`src/logic/swpm_defines.svh`:
```
// Offsets, field positions, reset values and timing counts of the switch power manager.
// Assumes inclusion by bare name from the power manager package and module.
`ifndef SWPM_DEFINES_SVH
`define SWPM_DEFINES_SVH

// ==========================================================================
// Register map
`define SWPM_OFS_PMCTL0 12'h000
`define SWPM_OFS_CONFIG 12'h040
`define SWPM_OFS_RETRY 12'h044
`define SWPM_OFS_ACKTO 12'h048
`define SWPM_OFS_FENCE 12'h04c

// ==========================================================================
// Field positions
`define SWPM_PST_LSB 0
`define SWPM_PST_MSB 1
`define SWPM_KEEP_BIT 3
`define SWPM_PME_STS_BIT 15
`define SWPM_FENCE_ACK_LSB 8
`define SWPM_FENCE_SUP_BIT 16
`define SWPM_FENCE_WAKE_BIT 17

// ==========================================================================
// Encodings and reset values
`define SWPM_PST_D0 2'h0
`define SWPM_PST_D3 2'h3
`define SWPM_KEEP_RST 1'b1
`define SWPM_RETRY_RST 16'h0064
`define SWPM_ACKTO_RST 16'h0064

// ==========================================================================
// Timing
`define SWPM_CLK_NS 25
`define SWPM_TICK_NS 1000
`define SWPM_TICK_CYCLES (`SWPM_TICK_NS / `SWPM_CLK_NS)

`endif

```
`src/logic/swpm_pkg.sv`:
```
// Types shared by the switch power manager.
// Assumes the constants header is on the include path.
package swpm_pkg;
	`include "swpm_defines.svh"

	// ==========================================================================
	// Device power state of one bridge
	typedef enum logic [3:0] {
		SWPM_D0U = 4'h1,
		SWPM_D0A = 4'h2,
		SWPM_D3H = 4'h4,
		SWPM_D3C = 4'h8
	} swpm_pstate_t;

	// ==========================================================================
	// Turn-off fence aggregation state
	typedef enum logic [4:0] {
		SWPM_F_IDLE = 5'h01,
		SWPM_F_COLLECT = 5'h02,
		SWPM_F_ABANDON = 5'h04,
		SWPM_F_RETRAIN = 5'h08,
		SWPM_F_SENT = 5'h10
	} swpm_fence_t;

	// ==========================================================================
	// Request kinds and verdicts
	typedef enum logic [1:0] {
		SWPM_K_CFG0 = 2'h0,
		SWPM_K_MSG = 2'h1,
		SWPM_K_REQ = 2'h2,
		SWPM_K_CPL = 2'h3
	} swpm_kind_t;

	typedef enum logic [1:0] {
		SWPM_V_ACCEPT = 2'h0,
		SWPM_V_UR = 2'h1,
		SWPM_V_UC = 2'h2,
		SWPM_V_ROUTE = 2'h3
	} swpm_verdict_t;
endpackage

```
`src/logic/swpm_power_mgr.sv`:
```
// Power manager of a multi-port switch: bridge power states, PME retry and turn-off fence.
// Assumes an APB master on clk, one clock domain, link events as one-cycle input pulses.
//
// Local design decisions: the APB interface to the registers and the register offsets.
`timescale 1ns/1ps
`include "swpm_defines.svh"

// Functional notes
// - Four power states, fundamental reset gives D0U.
// - Software configuration moves D0U to D0A.
// - D3 write leaves D0A; D0 write leaves D3hot.
// - Context kept through D3hot by default.
// - Entering L2/L3 Ready resets the device.
// - Downstream bridge local; bridge 0 governs all.
// - D3hot bridge lets its link enter L1.
// - D3hot accepts type 0 config and messages.
// - D3hot other requests become unsupported.
// - TLP errors reported; other errors dropped in D3hot.
// - Own completions unexpected in D3hot; passing ones routed.
// - Downstream ports send hot-plug PME from D3hot.
// - Retransmit PME when status not cleared.
// - Pending PME at deep sleep raises wake.
// - Turn-off broadcast downstream, acks then collected.
// - All acks give upstream ack and L2/L3.
// - Upstream TLP before ack abandons; after, discarded.
// - Aborting TLP serviced, forwarded, or after retrain.
// - Abandon waits acks, retrains, then delivers.
// - Ack timeout: link to L2/L3, counted acked.
// - PME blocked after turn-off until D0U.
module swpm_power_mgr #(
	parameter int NUM_DS = 4,
	parameter int TICK_CYCLES = `SWPM_TICK_CYCLES
) (
	input wire logic clk,
	input wire logic reset_n,
	input wire logic psel,
	input wire logic penable,
	input wire logic pwrite,
	input wire logic [11:0] paddr,
	input wire logic [31:0] pwdata,
	output logic [31:0] prdata,
	output logic pready,
	output logic pslverr,
	input wire logic turnoff_rx,
	input wire logic us_tlp_rx,
	input wire logic us_tlp_to_switch,
	input wire logic us_l23_ready,
	input wire logic power_removed,
	input wire logic [NUM_DS-1:0] ds_active,
	input wire logic [NUM_DS-1:0] ds_ack_rx,
	input wire logic [NUM_DS-1:0] ds_link_l0,
	input wire logic [NUM_DS-1:0] hotplug_event,
	input wire logic tlp_valid,
	input wire logic [2:0] tlp_bridge,
	input wire logic tlp_secondary,
	input wire logic [1:0] tlp_kind,
	input wire logic tlp_to_bridge,
	input wire logic tlp_err,
	input wire logic internal_err,
	output logic [1:0] tlp_verdict,
	output logic tlp_verdict_valid,
	output logic err_msg_tx,
	output logic [NUM_DS:0] l1_allow,
	output logic [NUM_DS-1:0] pme_tx,
	output logic [NUM_DS-1:0] ds_turnoff_tx,
	output logic [NUM_DS-1:0] ds_l23_req,
	output logic [NUM_DS-1:0] ds_retrain,
	output logic us_ack_tx,
	output logic us_l23_req,
	output logic tlp_deliver,
	output logic tlp_discard,
	output logic sideband_wake_pin_out
);
	import swpm_pkg::*;

	localparam int NB = NUM_DS + 1;

	// ==========================================================================
	// Helpers
	function automatic logic timer_expired(input logic tick, input logic [15:0] cnt);
		timer_expired = tick && (cnt <= 16'h0001);
	endfunction

	function automatic logic [1:0] classify(input logic d3, input logic [1:0] kind,
		input logic secondary, input logic to_bridge);
		classify = SWPM_V_ROUTE;
		if (kind == SWPM_K_CPL)
			classify = (d3 && to_bridge) ? SWPM_V_UC : (to_bridge ? SWPM_V_ACCEPT : SWPM_V_ROUTE);
		else if (!d3)
			classify = to_bridge ? SWPM_V_ACCEPT : SWPM_V_ROUTE;
		else if (!secondary && (kind == SWPM_K_CFG0 || (kind == SWPM_K_MSG && to_bridge)))
			classify = SWPM_V_ACCEPT;
		else
			classify = SWPM_V_UR;
	endfunction

	// ==========================================================================
	// State
	swpm_pstate_t pst_reg [NB];
	swpm_pstate_t pst_next [NB];
	swpm_fence_t fence_reg, fence_next;
	logic [NB-1:0] cfg_reg, cfg_next, keep_reg, keep_next, pme_sts_reg, pme_sts_next;
	logic [15:0] retry_to_reg, retry_to_next, ackto_reg, ackto_next, tick_reg, tick_next;
	logic [15:0] retry_cnt_reg [NUM_DS];
	logic [15:0] retry_cnt_next [NUM_DS];
	logic [15:0] ack_cnt_reg [NUM_DS];
	logic [15:0] ack_cnt_next [NUM_DS];
	logic [NUM_DS-1:0] pme_wait_reg, pme_wait_next, acked_reg, acked_next;
	logic [NUM_DS-1:0] pme_tx_next, turnoff_next, l23_next, retrain_next;
	logic [NUM_DS:0] l1_next;
	logic suppress_reg, suppress_next, wake_reg, wake_next, held_reg, held_next;
	logic [31:0] prdata_next;
	logic pready_next, pslverr_next, us_ack_next, us_l23_next, deliver_next, discard_next;
	logic [1:0] verdict_next;
	logic verdict_valid_next, err_next;
	logic tick, wr, rd, d3_dev;
	logic [NB-1:0] d3_eff;

	assign tick = (tick_reg == 16'h0000);
	assign wr = psel && penable && pready && pwrite;
	assign rd = psel && penable && pready && !pwrite;
	assign d3_dev = (pst_reg[0] == SWPM_D3H);

	// ==========================================================================
	// Power states, register writes and the PME retry timers
	always_comb
	begin
		for (int b = 0; b < NB; b++)
		begin
			pst_next[b] = pst_reg[b];
			d3_eff[b] = (pst_reg[b] == SWPM_D3H) || d3_dev;
		end
		cfg_next = cfg_reg;
		keep_next = keep_reg;
		pme_sts_next = pme_sts_reg;
		retry_to_next = retry_to_reg;
		ackto_next = ackto_reg;
		suppress_next = suppress_reg;
		tick_next = tick ? 16'((TICK_CYCLES > 0 ? TICK_CYCLES : 1) - 1) : tick_reg - 16'h0001;
		pme_wait_next = pme_wait_reg;
		pme_tx_next = '0;
		l1_next = '0;
		for (int i = 0; i < NUM_DS; i++)
			retry_cnt_next[i] = retry_cnt_reg[i];
		if (wr && paddr == `SWPM_OFS_CONFIG)
			cfg_next = cfg_reg | pwdata[NB-1:0];
		if (wr && paddr == `SWPM_OFS_RETRY)
			retry_to_next = pwdata[15:0];
		if (wr && paddr == `SWPM_OFS_ACKTO)
			ackto_next = pwdata[15:0];
		for (int b = 0; b < NB; b++)
		begin
			if (wr && paddr == `SWPM_OFS_PMCTL0 + 12'(4 * b))
			begin
				keep_next[b] = pwdata[`SWPM_KEEP_BIT];
				if (pwdata[`SWPM_PME_STS_BIT])
					pme_sts_next[b] = 1'b0;
				if (pst_reg[b] == SWPM_D0A && pwdata[`SWPM_PST_MSB:`SWPM_PST_LSB] == `SWPM_PST_D3)
					pst_next[b] = SWPM_D3H;
				if (pst_reg[b] == SWPM_D3H && pwdata[`SWPM_PST_MSB:`SWPM_PST_LSB] == `SWPM_PST_D0)
				begin
					pst_next[b] = SWPM_D0U;
					// Without context retention software must configure the bridge again.
					if (!keep_reg[b])
						cfg_next[b] = 1'b0;
					if (b == 0)
						suppress_next = 1'b0;
				end
			end
			else if (pst_reg[b] == SWPM_D0U && cfg_reg[b])
				pst_next[b] = SWPM_D0A;
			if (pst_reg[b] == SWPM_D3H && power_removed)
				pst_next[b] = SWPM_D3C;
			l1_next[b] = d3_eff[b];
		end
		for (int i = 0; i < NUM_DS; i++)
		begin
			// A new event wins over a clear written in the same cycle.
			if (hotplug_event[i])
				pme_sts_next[i+1] = 1'b1;
			if (!pme_sts_reg[i+1])
				pme_wait_next[i] = 1'b0;
			else if (!pme_wait_reg[i] && !suppress_reg)
			begin
				pme_tx_next[i] = 1'b1;
				pme_wait_next[i] = 1'b1;
				retry_cnt_next[i] = retry_to_reg;
			end
			else if (pme_wait_reg[i] && timer_expired(tick, retry_cnt_reg[i]))
			begin
				pme_tx_next[i] = !suppress_reg;
				retry_cnt_next[i] = retry_to_reg;
			end
			else if (pme_wait_reg[i] && tick)
				retry_cnt_next[i] = retry_cnt_reg[i] - 16'h0001;
		end
		if (turnoff_rx)
			suppress_next = 1'b1;
		if (us_l23_ready)
		begin
			for (int b = 0; b < NB; b++)
				pst_next[b] = SWPM_D0U;
			cfg_next = '0;
			suppress_next = 1'b0;
			pme_wait_next = '0;
		end
	end

	always_ff @(posedge clk or negedge reset_n)
	begin
		if (!reset_n)
		begin
			for (int b = 0; b < NB; b++)
				pst_reg[b] <= SWPM_D0U;
			cfg_reg <= '0;
			keep_reg <= {NB{`SWPM_KEEP_RST}};
			pme_sts_reg <= '0;
			retry_to_reg <= `SWPM_RETRY_RST;
			ackto_reg <= `SWPM_ACKTO_RST;
			suppress_reg <= 1'b0;
			tick_reg <= 16'h0000;
			pme_wait_reg <= '0;
			pme_tx <= '0;
			l1_allow <= '0;
			for (int i = 0; i < NUM_DS; i++)
				retry_cnt_reg[i] <= 16'h0000;
		end
		else
		begin
			pst_reg <= pst_next;
			cfg_reg <= cfg_next;
			keep_reg <= keep_next;
			pme_sts_reg <= pme_sts_next;
			retry_to_reg <= retry_to_next;
			ackto_reg <= ackto_next;
			suppress_reg <= suppress_next;
			tick_reg <= tick_next;
			pme_wait_reg <= pme_wait_next;
			pme_tx <= pme_tx_next;
			l1_allow <= l1_next;
			retry_cnt_reg <= retry_cnt_next;
		end
	end

	// ==========================================================================
	// Turn-off fence aggregation
	always_comb
	begin
		fence_next = fence_reg;
		acked_next = acked_reg;
		held_next = held_reg;
		wake_next = wake_reg && (pme_sts_reg != '0);
		turnoff_next = '0;
		l23_next = ds_l23_req;
		retrain_next = ds_retrain;
		us_ack_next = 1'b0;
		us_l23_next = us_l23_req;
		deliver_next = 1'b0;
		discard_next = 1'b0;
		for (int i = 0; i < NUM_DS; i++)
		begin
			ack_cnt_next[i] = ack_cnt_reg[i];
			if (fence_reg == SWPM_F_COLLECT || fence_reg == SWPM_F_ABANDON)
			begin
				if (!acked_reg[i] && (ds_ack_rx[i] || timer_expired(tick, ack_cnt_reg[i])))
				begin
					acked_next[i] = 1'b1;
					l23_next[i] = 1'b1;
				end
				else if (!acked_reg[i] && tick)
					ack_cnt_next[i] = ack_cnt_reg[i] - 16'h0001;
			end
		end
		unique case (fence_reg)
			SWPM_F_IDLE:
				if (turnoff_rx)
				begin
					fence_next = SWPM_F_COLLECT;
					turnoff_next = ds_active;
					acked_next = ~ds_active;
					for (int i = 0; i < NUM_DS; i++)
						ack_cnt_next[i] = ackto_reg;
				end
			SWPM_F_COLLECT:
				if (us_tlp_rx)
				begin
					fence_next = SWPM_F_ABANDON;
					// Switch-bound traffic is served at once; the rest waits for retrain.
					deliver_next = us_tlp_to_switch;
					held_next = !us_tlp_to_switch;
				end
				else if (&acked_reg)
				begin
					fence_next = SWPM_F_SENT;
					us_ack_next = 1'b1;
					us_l23_next = 1'b1;
					wake_next = (pme_sts_reg != '0);
				end
			SWPM_F_ABANDON:
			begin
				if (us_tlp_rx)
					discard_next = 1'b1;
				if (&acked_reg)
				begin
					fence_next = SWPM_F_RETRAIN;
					retrain_next = ds_active & ~ds_link_l0;
					l23_next = '0;
				end
			end
			SWPM_F_RETRAIN:
				if (&(ds_link_l0 | ~ds_active))
				begin
					fence_next = SWPM_F_IDLE;
					retrain_next = '0;
					deliver_next = held_reg;
					held_next = 1'b0;
				end
			SWPM_F_SENT:
				discard_next = us_tlp_rx;
		endcase
		if (us_l23_ready)
		begin
			fence_next = SWPM_F_IDLE;
			acked_next = '0;
			l23_next = '0;
			retrain_next = '0;
			us_l23_next = 1'b0;
			held_next = 1'b0;
		end
	end

	always_ff @(posedge clk or negedge reset_n)
	begin
		if (!reset_n)
		begin
			fence_reg <= SWPM_F_IDLE;
			acked_reg <= '0;
			held_reg <= 1'b0;
			wake_reg <= 1'b0;
			ds_turnoff_tx <= '0;
			ds_l23_req <= '0;
			ds_retrain <= '0;
			us_ack_tx <= 1'b0;
			us_l23_req <= 1'b0;
			tlp_deliver <= 1'b0;
			tlp_discard <= 1'b0;
			sideband_wake_pin_out <= 1'b0;
			for (int i = 0; i < NUM_DS; i++)
				ack_cnt_reg[i] <= 16'h0000;
		end
		else
		begin
			fence_reg <= fence_next;
			acked_reg <= acked_next;
			held_reg <= held_next;
			wake_reg <= wake_next;
			ds_turnoff_tx <= turnoff_next;
			ds_l23_req <= l23_next;
			ds_retrain <= retrain_next;
			us_ack_tx <= us_ack_next;
			us_l23_req <= us_l23_next;
			tlp_deliver <= deliver_next;
			tlp_discard <= discard_next;
			sideband_wake_pin_out <= wake_next;
			ack_cnt_reg <= ack_cnt_next;
		end
	end

	// ==========================================================================
	// Request classification and error messages
	always_comb
	begin
		verdict_next = SWPM_V_ROUTE;
		verdict_valid_next = 1'b0;
		err_next = 1'b0;
		if (tlp_bridge < 3'(NB))
		begin
			verdict_next = classify(d3_eff[tlp_bridge], tlp_kind, tlp_secondary, tlp_to_bridge);
			verdict_valid_next = tlp_valid;
			// Errors from a received TLP always report; others are dropped in D3hot.
			err_next = (tlp_valid && tlp_err) || (internal_err && !d3_eff[tlp_bridge]);
		end
	end

	always_ff @(posedge clk or negedge reset_n)
	begin
		if (!reset_n)
		begin
			tlp_verdict <= 2'h0;
			tlp_verdict_valid <= 1'b0;
			err_msg_tx <= 1'b0;
		end
		else
		begin
			tlp_verdict <= verdict_next;
			tlp_verdict_valid <= verdict_valid_next;
			err_msg_tx <= err_next;
		end
	end

	// ==========================================================================
	// APB slave: one wait-free access cycle after setup
	always_comb
	begin
		pready_next = psel && !penable;
		pslverr_next = 1'b0;
		prdata_next = prdata;
		if (psel && !penable)
		begin
			prdata_next = 32'h0000_0000;
			pslverr_next = 1'b1;
			for (int b = 0; b < NB; b++)
				if (paddr == `SWPM_OFS_PMCTL0 + 12'(4 * b))
				begin
					pslverr_next = 1'b0;
					prdata_next[`SWPM_PST_MSB:`SWPM_PST_LSB] =
						(pst_reg[b] == SWPM_D3H || pst_reg[b] == SWPM_D3C) ? `SWPM_PST_D3 : `SWPM_PST_D0;
					prdata_next[`SWPM_KEEP_BIT] = keep_reg[b];
					prdata_next[`SWPM_PME_STS_BIT] = pme_sts_reg[b];
				end
			if (paddr == `SWPM_OFS_CONFIG)
			begin
				pslverr_next = 1'b0;
				for (int b = 0; b < NB; b++)
					prdata_next[b] = (pst_reg[b] == SWPM_D0A);
			end
			if (paddr == `SWPM_OFS_RETRY || paddr == `SWPM_OFS_ACKTO)
			begin
				pslverr_next = 1'b0;
				prdata_next[15:0] = (paddr == `SWPM_OFS_RETRY) ? retry_to_reg : ackto_reg;
			end
			if (paddr == `SWPM_OFS_FENCE)
			begin
				pslverr_next = 1'b0;
				prdata_next[4:0] = fence_reg;
				prdata_next[`SWPM_FENCE_ACK_LSB +: NUM_DS] = acked_reg;
				prdata_next[`SWPM_FENCE_SUP_BIT] = suppress_reg;
				prdata_next[`SWPM_FENCE_WAKE_BIT] = wake_reg;
			end
		end
	end

	always_ff @(posedge clk or negedge reset_n)
	begin
		if (!reset_n)
		begin
			prdata <= 32'h0000_0000;
			pready <= 1'b0;
			pslverr <= 1'b0;
		end
		else
		begin
			prdata <= prdata_next;
			pready <= pready_next;
			pslverr <= pslverr_next;
		end
	end
endmodule // swpm_power_mgr

```
`config.mk`:
```
export PLATFORM = sky130hd
export DESIGN_NAME = swpm_power_mgr
export DESIGN_NICKNAME = d
export VERILOG_FILES = /design/src/logic/swpm_pkg.sv /design/src/logic/swpm_power_mgr.sv
export VERILOG_INCLUDE_DIRS = /design/src /design/src/logic
export SDC_FILE = /design/constraint.sdc
export NUM_CORES = 1
export LEC_CHECK = 0
export BUFFER_PORTS_ARGS = -buffer_cell sky130_fd_sc_hd__buf_4
export CELL_PAD_IN_SITES_DETAIL_PLACEMENT = 0
export CELL_PAD_IN_SITES_GLOBAL_PLACEMENT = 1
export CORE_ASPECT_RATIO = 1.5
export CORE_MARGIN = 4
export CORE_UTILIZATION = 42
export DETAILED_ROUTE_END_ITERATION = 10
export HOLD_SLACK_MARGIN = 0.03
export PLACE_DENSITY_LB_ADDON = 0.08
export SLEW_MARGIN = 15
export SYNTH_ARGS = -nofsm -noshare
export SYNTH_HDL_FRONTEND = slang
export SYNTH_SLANG_ARGS = --single-unit
```
`constraint.sdc`:
```
create_clock -name clk -period 2.3 [get_ports clk]
set_input_delay 0.23 -clock clk [delete_from_list [all_inputs] [get_ports clk]]
set_output_delay 0.23 -clock clk [all_outputs]
set_load 0.05 [all_outputs]
```
==> reports/results.txt <==
Via count: 14,300
Final HPWL DP: 37.0 mm
Max Fanout on Critical Path: 5
Post-synth EDFFs: 0
Pin count of the biggest net entering global routing: 70
Setup Skew: 0.0107 ns
Gr usage total: 25.3%
Worst hold-check path type: in -> reg
Critical path arrival: 2.82 ns
Vias per Instance: 5.76
Synth cell types: 88
Seq cells post-synth: 275
Port Buf Inserts: 113
Grt ovf: 0
Initial Util: 42.5%
Hold Vio Cnt, Final: 0
Slew Viols, Final: 0
Num CTS Buffers: 30
Worst-margin pin slew: 0.607 ns
Avg Cell Area, Syn: 9.27 um^2
Vias in the first global route: 14,100
DRC: 0
Routed WL per cell: 20.9 um
Die area: 39,500 um^2
Area Overhead vs Synth: 34.2%
Worst setup margin: -0.0670 ns
Final standard cell area without fillers: 20,500 um^2
Post-route ant nets: 0
Clock root buffer: clkbuf_16
Clock Pin Slew Worst Setup and Hold Paths: 0.06 ns
Num ports: 144
Worst vdd ir: 0.000478 V
CTS max path bufs: 3
Startpoint Class: register
Tcrit/Tclk final: 103%
First-pass GRT wire length: 79.2 mm
Die H: 241 um
Unrepaired setup endpoints after global routing: true
Antenna diode count: 0
Slew Limit Headroom: 59.0%
Dpl cells: 2,359
Final Non-Filler Cells: 2,476
Row count: 85
Yosys warns: 0
Skew-Pair Late Insertion Delay: 0.57 ns
Power Density: 891 nW/um^2
Worst Setup End Kind: register
Initial antenna violation count: 0
Routability Congestion: 0.897
Most frequent cells in the layout: buf_4 (304), dfrtp_1 (257), nor2_1 (168)
Final min period: 2.37 ns
Worst path required time: 2.75 ns
Die X-Extent: 164 um
Outcome: complete, but fails checks
Share of cells above drive strength 1: 29.6%
Most common cell after layout, fill and taps aside: buf_4
Maxcap violations: 0
Fmax: 422 MHz
Setup TNS: -0.467 ns
H-tree depth: 1
Failing checks: negative setup slack
Pwr Total: 18.2 mW
Syn Inst Count: 1,646
Nets@finish: 2,072
Core area: 35,900 um^2
Setup violators final: 15
P_leak: 8.83 nW
Clock sink total: 275
CTS tree: yes
Post-DP Area: 18,100 um^2
Kind of critical path: reg -> reg
Iteration-0 DRC Markers: 989
Ys flop type: dfrtp_1
WL final: 51.8 mm
TritonRoute pass-1 iters: 5
Mapped cell area: 15,300 um^2
Sequential-to-total area share from yosys stat: 45.2%
Async set or reset register ratio after synthesis: 100%
## layer usage
layer,vias to the layer above,share of wire [%],GRT usage (%)
met3,95,4.3,2.21
met1,7116,40,32.0
met4,0,3.5,8.32
li1,6659,-,-
met2,382,52,45.8
met5,-,0,0
## critical path, cell delays in order (launching register included)
cell and delay [ns]:
dfrtp_1 0.41, nor4_4 0.39, buf_4 0.20, and4_4 0.25, buf_6 0.11, clkbuf_16 0.12, buf_6 0.10, a31oi_4 0.15
clkbuf_16 0.22, a311o_1 0.30
## power breakdown
| part | total, mW | switching, mW | internal, mW |
|---|---|---|---|
| Combinational | 5.76 | 3.14 | 2.61 |
| Clock | 5.58 | 2.12 | 3.46 |
| Sequential | 6.91 | 1.05 | 5.85 |
| Total | 18.2 | 6.32 | 11.9 |
## logic make-up (layout without fill, tap and decap cells)
| group | Yosys count | after routing | synth area share, % |
|---|---|---|---|
| flip-flops | 275 | 275 | 45.2 |
| adder cells (fa/ha/maj) | 18 | 18 | 1.48 |
| multiplexers | 78 | 78 | 5.46 |
| AND/OR/NAND/NOR | 656 | 656 | 22.6 |
| buffers and inverters | 153 | 492 | 4.35 |
| XOR/XNOR | 72 | 72 | 4.13 |
| AO/OA/AOI/OAI | 393 | 393 | 16.8 |
| other | 1 | 14 | 0.0246 |
## path summary, 6_finish.rpt
check / startpoint / end / slack, ns / cells past startpoint
min in group asynchronous: reset_n / retry_cnt_reg[37] / 0.15 / 2
worst max-delay path: tick_reg[8] / retry_cnt_reg[40] / -0.07 / 9
worst max register to register: tick_reg[8] / retry_cnt_reg[40] / -0.07 / 9
max in group asynchronous: reset_n / held_reg / 1.41 / 3
worst min-delay path: power_removed / pst_reg[19] / 0.06 / 3
worst min register to register: keep_reg[3] / keep_reg[3] / 0.47 / 2
## area by class of cell
cell class                      instances  area (um^2)
Multi-Input combinational cell       1231         8320
Clock buffer                           40          840
Clock inverter                         16          290
Inverter                               54          203
Timing Repair Buffer                  382         3330
Fill cell                            3306        15500
Tap cell                              478          598
Sequential cell                       275         6900
## stage by stage
step	hold WS, ns	utilization (%)	worst slack, ns
global route	0.0544	57.0	-0.174
detailed placement	0.158	50.3	-0.198
finish	0.0558	57.0	-0.0670
CTS	0.0338	55.0	-0.0744
floorplan	-0.0656	-	-0.0686
global placement	0.161	50.3	-0.125
## synthesized netlist by cell type (24+ instances only)
cell | number | area (um^2)
mux2i_1 | 36 | 360
o21ai_0 | 90 | 450
dfrtp_1 | 258 | 6460
mux2_2 | 42 | 473
clkbuf_1 | 67 | 251
or3_1 | 24 | 150
nand3_1 | 53 | 265
xnor2_1 | 42 | 368
nor3_1 | 80 | 400
nor4_1 | 44 | 275
nor2_1 | 171 | 642
inv_1 | 53 | 199
nand2_1 | 119 | 447
xor2_1 | 30 | 263
a21oi_1 | 120 | 601
## what timing repair did
| action | 4_1_cts | 5_1_grt |
|---|---|---|
| pin swaps | 15 | 47 |
| setup endpoints to repair | 84 | 125 |
| hold buffers | 39 | 0 |
| buffers inserted | 5 | 10 |
| cloned | 1 | 8 |
| endpoints found under the hold margin | 317 | 0 |
| gates resized for setup | 29 | 128 |
(Power assumes the default switching activity.)
